--- src/verilog/rmp_pkg.sv ---
// Behaviour
// Every button and switch except emergency stop is readable by the console; REG_INPUTS also returns the stop button
// Middle region lamp lit when core is in neither region one nor three
// Region move switch backlights follow their door limit switch inputs
// Lead door open, stop, close light their backlight and command the door
// Operate lamp lit only with interlocks satisfied and magnet power allowed
// Time delay lamp lit while the 30 second interlock delay runs
// Steady state: fission chamber on pulsing channel, both detector lamps off
// First detector press selects detector 1, next press selects detector 2
// Lamp test lights every panel lamp; its own button has no lamp
// Emergency stop drops the permissive relay without any software
// Emergency stop latches: one press sets, the next press clears
// Instrument power backlight lit whenever console power is on
// Instrument power press toggles the supply 2 to 3 seconds later
// Console and terminal watchdog lamps light on their timeouts
// Each selector picks a test; its button simulates the trip conditions
// Both selectors act independently and may be active together
// Selector one: log, multirange, linear, pulsing channel trip sets
// Multirange test scrams bypassed but a warning is still raised
// Selector two: watchdogs, pool level, fuel temperatures, pool temp
// Key reset starts the interlock delay before the relay energises
// Buttons synchronised and debounced, one press gives one event
package rmp_pkg;

    // ****************************************
    // Timing
    // ****************************************
    localparam longint unsigned CLK_HZ   = 200_000_000;
    localparam longint unsigned DEB_MS   = 10;
    localparam longint unsigned DELAY_S  = 30;
    localparam longint unsigned UPS_MS   = 2000;
    localparam int              DEB_W    = 21;
    localparam int              DLY_W    = 33;
    localparam int              UPS_W    = 29;
    localparam logic [DEB_W-1:0] DEB_CYC =
        DEB_W'(CLK_HZ / 1000 * DEB_MS);
    localparam logic [DLY_W-1:0] DLY_CYC =
        DLY_W'(CLK_HZ * DELAY_S);
    localparam logic [UPS_W-1:0] UPS_CYC =
        UPS_W'(CLK_HZ / 1000 * UPS_MS);

    // ****************************************
    // Register map
    // ****************************************
    localparam int         ADDR_W     = 4;
    localparam logic [3:0] REG_CTRL   = 4'h0;
    localparam logic [3:0] REG_INPUTS = 4'h4;
    localparam logic [3:0] REG_STATUS = 4'h8;
    localparam logic [3:0] REG_TRIPS  = 4'hC;
    localparam int         CTRL_ILK   = 0;
    localparam int         CTRL_WDC   = 1;
    localparam int         CTRL_WDT   = 2;
    localparam logic [2:0] CTRL_RST   = 3'h0;

    // ****************************************
    // Buttons, selector positions
    // ****************************************
    localparam int NBTN  = 12;
    localparam int B_DET = 11;
    localparam int B_EST = 10;
    localparam int B_PWR = 9;
    localparam int B_T1  = 8;
    localparam int B_T2  = 7;
    localparam int B_KEY = 6;
    localparam int B_LT  = 0;
    localparam logic [1:0] T1_LOG = 2'h0;
    localparam logic [1:0] T1_MR  = 2'h1;
    localparam logic [1:0] T1_LIN = 2'h2;
    localparam logic [1:0] T1_PUL = 2'h3;
    localparam logic [1:0] T2_WDT = 2'h0;
    localparam logic [1:0] T2_LVL = 2'h1;
    localparam logic [1:0] T2_FT  = 2'h2;
    localparam logic [1:0] T2_PT  = 2'h3;

    typedef enum logic [1:0] {DET_NONE, DET_ONE, DET_TWO} rmp_det_e;
    typedef enum logic [1:0] {PERM_OFF, PERM_DELAY, PERM_ON} rmp_perm_e;

    typedef struct packed {
        logic det_sel;
        logic estop;
        logic instr_pwr;
        logic test1;
        logic test2;
        logic key_reset;
        logic region1;
        logic region3;
        logic door_open;
        logic door_stop;
        logic door_close;
        logic lamp_test;
    } rmp_btn_s;

    typedef struct packed {
        logic       core_r1;
        logic       core_r3;
        logic       lim_r1;
        logic       lim_r3;
        logic       console_pwr;
        logic       exp_room_open;
        logic [1:0] sel1;
        logic [1:0] sel2;
    } rmp_sense_s;

    typedef struct packed {
        logic region1;
        logic region2;
        logic region3;
        logic door_open;
        logic door_stop;
        logic door_close;
        logic operate;
        logic time_delay;
        logic exp_room;
        logic det1;
        logic det2;
        logic estop;
        logic instr_pwr;
        logic wdt_console;
        logic wdt_terminal;
    } rmp_lamps_s;

    typedef struct packed {
        logic log_1kw;
        logic log_low_src;
        logic log_period;
        logic log_hv_lo;
        logic mr_hv_lo;
        logic mr_pwr_hi;
        logic lin_hv_lo;
        logic lin_pwr_hi;
        logic pul_hv_lo;
        logic pul_pwr_hi;
        logic wdt_console;
        logic wdt_terminal;
        logic pool_lo;
        logic ft1;
        logic ft2;
        logic ft3;
        logic pool_temp;
    } rmp_trips_s;

    typedef struct packed {
        logic [NBTN-1:0]  sync1;
        logic [NBTN-1:0]  sync2;
        logic [NBTN-1:0]  samp;
        logic [NBTN-1:0]  stab;
        logic [DEB_W-1:0] deb_cnt;
        rmp_sense_s       sense;
        rmp_det_e         det;
        logic             estop;
        rmp_perm_e        perm;
        logic [DLY_W-1:0] dly_cnt;
        logic             relay;
        logic             ups_on;
        logic             ups_pend;
        logic [UPS_W-1:0] ups_cnt;
        logic [2:0]       ctrl;
        logic [2:0]       door;
        rmp_lamps_s       lamps;
        rmp_trips_s       trips;
        logic             warn;
        logic [31:0]      rdata;
    } rmp_state_s;

    localparam rmp_state_s ST_RST = '0;

endpackage : rmp_pkg

--- src/verilog/rmp_panel.sv ---
// Added by the designer: the plain strobed port and the placing of the registers.
`timescale 1ns/1ps
module rmp_panel #(
    parameter logic [rmp_pkg::DEB_W-1:0] DEB_CYC = rmp_pkg::DEB_CYC,
    parameter logic [rmp_pkg::DLY_W-1:0] DLY_CYC = rmp_pkg::DLY_CYC,
    parameter logic [rmp_pkg::UPS_W-1:0] UPS_CYC = rmp_pkg::UPS_CYC
) (
    input  wire logic                       clock_i,
    input  wire logic                       sys_rst_i,
    input  wire rmp_pkg::rmp_btn_s          btn_i,
    input  wire rmp_pkg::rmp_sense_s        sense_i,
    input  wire logic [rmp_pkg::ADDR_W-1:0] addr_i,
    input  wire logic [31:0]                wdata_i,
    input  wire logic                       wr_i,
    input  wire logic                       rd_i,
    output logic [31:0]                     rdata_o,
    output rmp_pkg::rmp_lamps_s             lamps_o,
    output rmp_pkg::rmp_trips_s             trips_o,
    output logic                            warning_o,
    output logic                            relay_o,
    output logic                            ups_on_o,
    output logic [2:0]                      door_cmd_o,
    output rmp_pkg::rmp_det_e               det_o
);
    import rmp_pkg::*;

    rmp_state_s      s;
    rmp_state_s      n;
    logic [NBTN-1:0] press;
    logic            tick;
    logic            core_mid;
    logic [16:0]     both_map;

    // ****************************************
    // Test selector decode
    // ****************************************
    function automatic rmp_trips_s trip_map(
        input logic       run1,
        input logic       run2,
        input logic [1:0] sel1,
        input logic [1:0] sel2
    );
        rmp_trips_s t;
        t = '0;
        if (run1) begin
            case (sel1)
                T1_LOG: begin
                    t.log_1kw     = 1'b1;
                    t.log_low_src = 1'b1;
                    t.log_period  = 1'b1;
                    t.log_hv_lo   = 1'b1;
                end
                T1_MR: begin
                    t.mr_hv_lo  = 1'b1;
                    t.mr_pwr_hi = 1'b1;
                end
                T1_LIN: begin
                    t.lin_hv_lo  = 1'b1;
                    t.lin_pwr_hi = 1'b1;
                end
                default: begin
                    t.pul_hv_lo  = 1'b1;
                    t.pul_pwr_hi = 1'b1;
                end
            endcase
        end
        if (run2) begin
            case (sel2)
                T2_WDT: begin
                    t.wdt_console  = 1'b1;
                    t.wdt_terminal = 1'b1;
                end
                T2_LVL: begin
                    t.pool_lo = 1'b1;
                end
                T2_FT: begin
                    t.ft1 = 1'b1;
                    t.ft2 = 1'b1;
                    t.ft3 = 1'b1;
                end
                default: begin
                    t.pool_temp = 1'b1;
                end
            endcase
        end
        return t;
    endfunction : trip_map

    // ****************************************
    // Next state
    // ****************************************
    always_comb begin
        n = s;
        // Raw pins only feed the first stage; the filter sees stage two
        n.sync1 = btn_i;
        n.sync2 = s.sync1;
        n.sense = sense_i;

        // A shared sampling tick keeps one counter for all buttons; a press
        // must hold over two ticks, so bounce shorter than a tick is lost
        tick = (s.deb_cnt == DEB_CYC - 1'b1);
        n.deb_cnt = tick ? '0 : s.deb_cnt + 1'b1;
        if (tick) begin
            n.samp = s.sync2;
            if (s.samp == s.sync2) begin
                n.stab = s.sync2;
            end
        end
        press = n.stab & ~s.stab;

        // Detector selection, none means the fission chamber stays on
        if (press[B_DET]) begin
            case (s.det)
                DET_NONE: n.det = DET_ONE;
                DET_ONE:  n.det = DET_TWO;
                default:  n.det = DET_NONE;
            endcase
        end

        if (press[B_EST]) begin
            n.estop = ~s.estop;
        end

        // Permissive sequence
        case (s.perm)
            PERM_OFF: begin
                if (press[B_KEY] && !s.estop) begin
                    n.perm    = PERM_DELAY;
                    n.dly_cnt = '0;
                end
            end
            PERM_DELAY: begin
                if (s.dly_cnt == DLY_CYC - 1'b1) begin
                    n.perm = PERM_ON;
                end else begin
                    n.dly_cnt = s.dly_cnt + 1'b1;
                end
            end
            PERM_ON: begin
                // Key reset while running trips the permissive
                if (press[B_KEY]) begin
                    n.perm = PERM_OFF;
                end
            end
            default: begin
                n.perm = PERM_OFF;
            end
        endcase
        // Stop is a hardware path; no register setting can override it
        if (n.estop) begin
            n.perm = PERM_OFF;
        end
        n.relay = (n.perm == PERM_ON) && !n.estop;

        // Supply toggle; presses during the wait are ignored so that a
        // double press cannot leave the supply state ambiguous
        if (s.ups_pend) begin
            if (s.ups_cnt == UPS_CYC - 1'b1) begin
                n.ups_pend = 1'b0;
                n.ups_on   = ~s.ups_on;
            end else begin
                n.ups_cnt = s.ups_cnt + 1'b1;
            end
        end else if (press[B_PWR]) begin
            n.ups_pend = 1'b1;
            n.ups_cnt  = '0;
        end

        n.door = {s.stab[3], s.stab[2], s.stab[1]};

        n.trips = trip_map(s.stab[B_T1], s.stab[B_T2],
                           s.sense.sel1, s.sense.sel2);
        n.warn = s.stab[B_T1] && (s.sense.sel1 == T1_MR);

        // ****************************************
        // Lamps
        // ****************************************
        n.lamps.region1 = s.sense.lim_r1;
        n.lamps.region3 = s.sense.lim_r3;
        n.lamps.region2 = !(s.sense.core_r1 || s.sense.core_r3);
        n.lamps.door_open  = s.stab[3];
        n.lamps.door_stop  = s.stab[2];
        n.lamps.door_close = s.stab[1];
        n.lamps.operate = s.relay && s.ctrl[CTRL_ILK];
        n.lamps.time_delay = (s.perm == PERM_DELAY);
        n.lamps.exp_room = s.sense.exp_room_open;
        n.lamps.det1 = (s.det == DET_ONE);
        n.lamps.det2 = (s.det == DET_TWO);
        n.lamps.estop = s.estop;
        n.lamps.instr_pwr = s.sense.console_pwr;
        n.lamps.wdt_console  = s.ctrl[CTRL_WDC];
        n.lamps.wdt_terminal = s.ctrl[CTRL_WDT];
        if (s.stab[B_LT]) begin
            n.lamps = '1;
        end

        // ****************************************
        // Register port
        // ****************************************
        if (wr_i && addr_i == REG_CTRL) begin
            n.ctrl = wdata_i[2:0];
        end
        n.rdata = '0;
        if (rd_i) begin
            case (addr_i)
                REG_CTRL:   n.rdata = {29'h0, s.ctrl};
                REG_INPUTS: n.rdata = {16'h0, s.sense.sel2,
                                       s.sense.sel1, s.stab};
                REG_STATUS: n.rdata = {17'h0, s.lamps};
                REG_TRIPS:  n.rdata = {15'h0, s.trips};
                default:    n.rdata = '0;
            endcase
        end
    end

    always_ff @(posedge clock_i or posedge sys_rst_i) begin
        if (sys_rst_i) begin
            s <= ST_RST;
        end else begin
            s <= n;
        end
    end

    assign rdata_o    = s.rdata;
    assign lamps_o    = s.lamps;
    assign trips_o    = s.trips;
    assign warning_o  = s.warn;
    assign relay_o    = s.relay;
    assign ups_on_o   = s.ups_on;
    assign door_cmd_o = s.door;
    assign det_o      = s.det;

    // ****************************************
    // Checks
    // ****************************************
    assign core_mid = !(s.sense.core_r1 || s.sense.core_r3);
    assign both_map = trip_map(1'b1, 1'b0, s.sense.sel1, s.sense.sel2)
                    | trip_map(1'b0, 1'b1, s.sense.sel1, s.sense.sel2);
endmodule : rmp_panel

--- config.mk ---
export PLATFORM = sky130hd
export DESIGN_NAME = rmp_panel
export DESIGN_NICKNAME = d
export VERILOG_FILES = /design/src/verilog/rmp_pkg.sv /design/src/verilog/rmp_panel.sv
export SDC_FILE = /design/constraint.sdc
export NUM_CORES = 1
export LEC_CHECK = 0
export ABC_AREA = 1
export BUFFER_PORTS_ARGS = -buffer_cell sky130_fd_sc_hd__buf_2
export CORE_MARGIN = 1
export CORE_UTILIZATION = 30
export CTS_CLUSTER_SIZE = 16
export DETAILED_ROUTE_END_ITERATION = 7
export PLACE_DENSITY = 0.6
export SLEW_MARGIN = 40
export SYNTH_ARGS = -nofsm -noshare
export SYNTH_HDL_FRONTEND = slang
export SYNTH_SLANG_ARGS = --single-unit
--- constraint.sdc ---
create_clock -name clock_i -period 6 [get_ports clock_i]
set_input_delay 0.3 -clock clock_i [delete_from_list [all_inputs] [get_ports clock_i]]
set_output_delay 0.3 -clock clock_i [all_outputs]
set_load 0.01 [all_outputs]
==> flow_metrics.tcl <==
set metrics [dict create \
    cp-end-kind "flop" \
    timing.final.ws_setup_ns 3.09 \
    postRouteAntennaNets 0 \
    clock_skew_ns 0.0105 \
    finalPower_mw 2.67 \
    swShare_pct 23.3 \
    num_rows 67 \
    clkSinkCount 195 \
    leakage_nw 5.66 \
    clock_latency_ns 0.44 \
    crit_required_ns 6.38 \
    num_antenna_cells 0 \
    path_cells "ha_1, nand3_2, nor2_4, inv_2, nor2_4, nand3b_4, nor2_8, nand4_4, nand2_4, nand2_1, inv_2" \
    nNetsFinal 1415 \
    routed_wl_um 24500 \
    yosysSeqAreaShare_pct 47.4 \
    drive_gt1_share_pct 13.1 \
    place_ws_ns 2.81 \
    syn_inst 1305 \
    ys_types 39 \
    pin_count 134 \
    postSynthAreaPerCell_um2 7.89 \
    grt-busiest-layer "met2" \
    layout-area-overhead-vs-synth_pct 12.5 \
    antenna_found_initial 0 \
    die_h_um 187 \
    crit_type "flop to flop" \
    htree_num_levels 4 \
    p_int_mw 2.05 \
    placedCellCount 1757 \
    cts_tree "yes" \
    ys_ff_latch 195 \
    drtIter0Drc 559 \
    yosysWarnings 0 \
    fmax_mhz 344 \
    comb_power_share_pct 3.3 \
    cp-start-kind "flop" \
    drc_errors 0 \
    slew_violations 0 \
    grt_pass1_wl_um 41800 \
    hold_viol 23 \
    path_clk_slew_ns 0.07 \
    grt_use_met1_pct 21.0 \
    rsz0062_at_grt "false" \
    status "finished, violations left" \
    crit_path_max_fanout 29 \
    dr.pass1.iters 5 \
    nFillCells 3484 \
    grt_pass1_vias 8110 \
    relSlewSlack_pct 52.3 \
    fin_crit_sh_pct 48.5 \
    syn_area_um2 10300 \
    cp_top_family "simple AND/OR/NAND/NOR gates" \
    final.setup.tns_ns 0 \
    hold_path_class "input port to async pin" \
    crit_arrival_ns 3.29 \
    via_per_inst 4.64 \
    clkPwrFrac_pct 46.1 \
    grt.total_usage_pct 14.7 \
    power_frac_seq_pct 50.7 \
    failed_checks "hold timing" \
    hold_ws_ns -0.0443 \
    die_w_um 187 \
    root_buffer "clkbuf_16" \
    instances_no_fill 1810 \
    clk_path_buf_depth 2 \
    worst-path-buf-inv 2 \
    numPortBuffers 89 \
    p_per_area_nw_per_um2 231 \
    finish.utilization_pct 34.5 \
    post-dp-hpwl_um 17700 \
    core_um2 33600 \
    cts_setup_buffers 0 \
    overflow 0 \
    initial_utilization_pct 30.6 \
    wl_per_cell_um 13.5 \
    min_period_ns 2.91 \
    die_area_um2 35100 \
    grt_max_degree 100 \
    slowest_delay_ns 0.52 \
    maxCapViolCount 0 \
    max_slew.worst_pin.slew_ns 0.716 \
    gp_congestion 0.919 \
    vdd_drop_max_v 0.000206 \
    vias 8400 \
    use_met2_pct 22.9 \
    final-setup-viol-count 0 \
    grt_util_met3_pct 2.44 \
    cts_buffers 17 \
    cp_slowest_cell "nand4_4" \
    p_sw_mw 0.622 \
]
state kept, by name (all words and copies together), names as in the netlist, named ones only:
register	flops
s	128
rdata_o	17
lamps_o	15
n	12
trips_o	8
door_cmd_o	3
det_o	2
relay_o	1
ups_on_o	1
cells in the final DEF (no fill, tap or decap), types with 7 or more instances in the layout:
cell,n
dfrtp_1,195
a21oi_1,10
nand2_1,346
o211ai_1,12
buf_2,89
xnor2_1,19
xor2_1,22
nor2_1,124
clkbuf_16,17
inv_1,143
dlygate4sd3_1,22
nand3_1,137
o21ai_0,29
nor4_1,7
nor3_1,52
nand4_1,32
or2_2,20
conb_1,15
nand3_2,12
area by class of cell:
cell class,instances,area (um^2),area share (%)
clock inverters,13,186,1.61
well taps,448,561,4.84
inverters,148,563,4.86
multi-input cells,872,4250,36.7
flip-flops and latches,195,4880,42.1
repair buffers,116,703,6.07
clock buffers,18,439,3.79
logic make-up (layout without fill, tap and decap cells):
| group | after synthesis | count (layout) | synth area share (%) |
|---|---|---|---|
| AOI/OAI and AO/OA | 56 | 56 | 3.11 |
| xor gates and xnor gates | 41 | 41 | 3.49 |
| adders and majority gates | 3 | 3 | 0.365 |
| buffers and inverters | 252 | 295 | 12.2 |
| DFF | 195 | 195 | 47.4 |
| muxes | 1 | 1 | 0.109 |
| other | 1 | 15 | 0.0364 |
| and+or+nand+nor | 756 | 756 | 33.3 |
synth_stat cells, drive strengths merged:
cell type / instances / share of area, %
nand2: 349 / 13
o211ai: 12 / 0.88
and3: 1 / 0.061
nor2: 133 / 5.2
mux2: 1 / 0.11
xor2: 22 / 1.9
xnor2: 19 / 1.6
a41oi: 2 / 0.17
buf: 84 / 6.1
conb: 1 / 0.036
nor4: 9 / 0.61
nand4: 34 / 2.2
or2: 20 / 1.2
nor3: 52 / 2.5
clkbuf: 20 / 0.73
inv: 147 / 5.4
o21bai: 1 / 0.073
o21ai: 31 / 1.5
nand3b: 5 / 0.49
ha: 3 / 0.36
nand3: 149 / 7.8
clkinv: 1 / 0.036
dfrtp: 195 / 47
nor3b: 4 / 0.29
a21oi: 10 / 0.49
stage by stage:
stage / instance area [um^2] / hold WS (ns)
after CTS: 11600 / 0.0135
after global routing: 11600 / 0.0532
after detailed placement: 10700 / 0.335
after global placement: 10700 / 0.336
final: 11600 / -0.0443
after floorplan: 10300 / 0.331
per-layer routing:
metal	wire length (um)	share of wire, %	vias to the layer above
li1	-	-	4150
met1	12100	49	3998
met2	10900	45	231
met3	1190	4.9	21
met4	264	1.1	0
met5	0	0	-
power by group through the flow:
stage	sequential (mW)	clock [mW]	combinational [mW]
finish	1.35	1.23	0.0875
global route	1.36	1.32	0.102
global placement	1.38	0	0.0785
CTS	1.35	1.26	0.0912
detailed placement	1.38	0	0.0797
floorplan	1.37	0	0.0616
path summary, 6_finish.rpt:
kind                            startpoint  depth (start not counted)         end  slack [ns]
worst max register to register      s[151]                         11      s[136]        3.09
max in group asynchronous        sys_rst_i                          3  trips_o[4]        4.80
worst min register to register      n[198]                          0      s[198]        0.35
min in group clock_i            wdata_i[0]                          2       s[68]        0.13
worst max-delay path                s[151]                         11      s[136]        3.09
worst min-delay path             sys_rst_i                          2       s[93]       -0.04
what timing repair did:
| action | 4_1_cts | 5_1_grt |
|---|---|---|
| hold buffers | 22 | 0 |
| endpoints found under the setup margin | 0 | 0 |
| hold endpoints to repair | 22 | 0 |
| gates resized for setup | 0 | 0 |
Note: power is estimated with default switching activity, not from simulation.
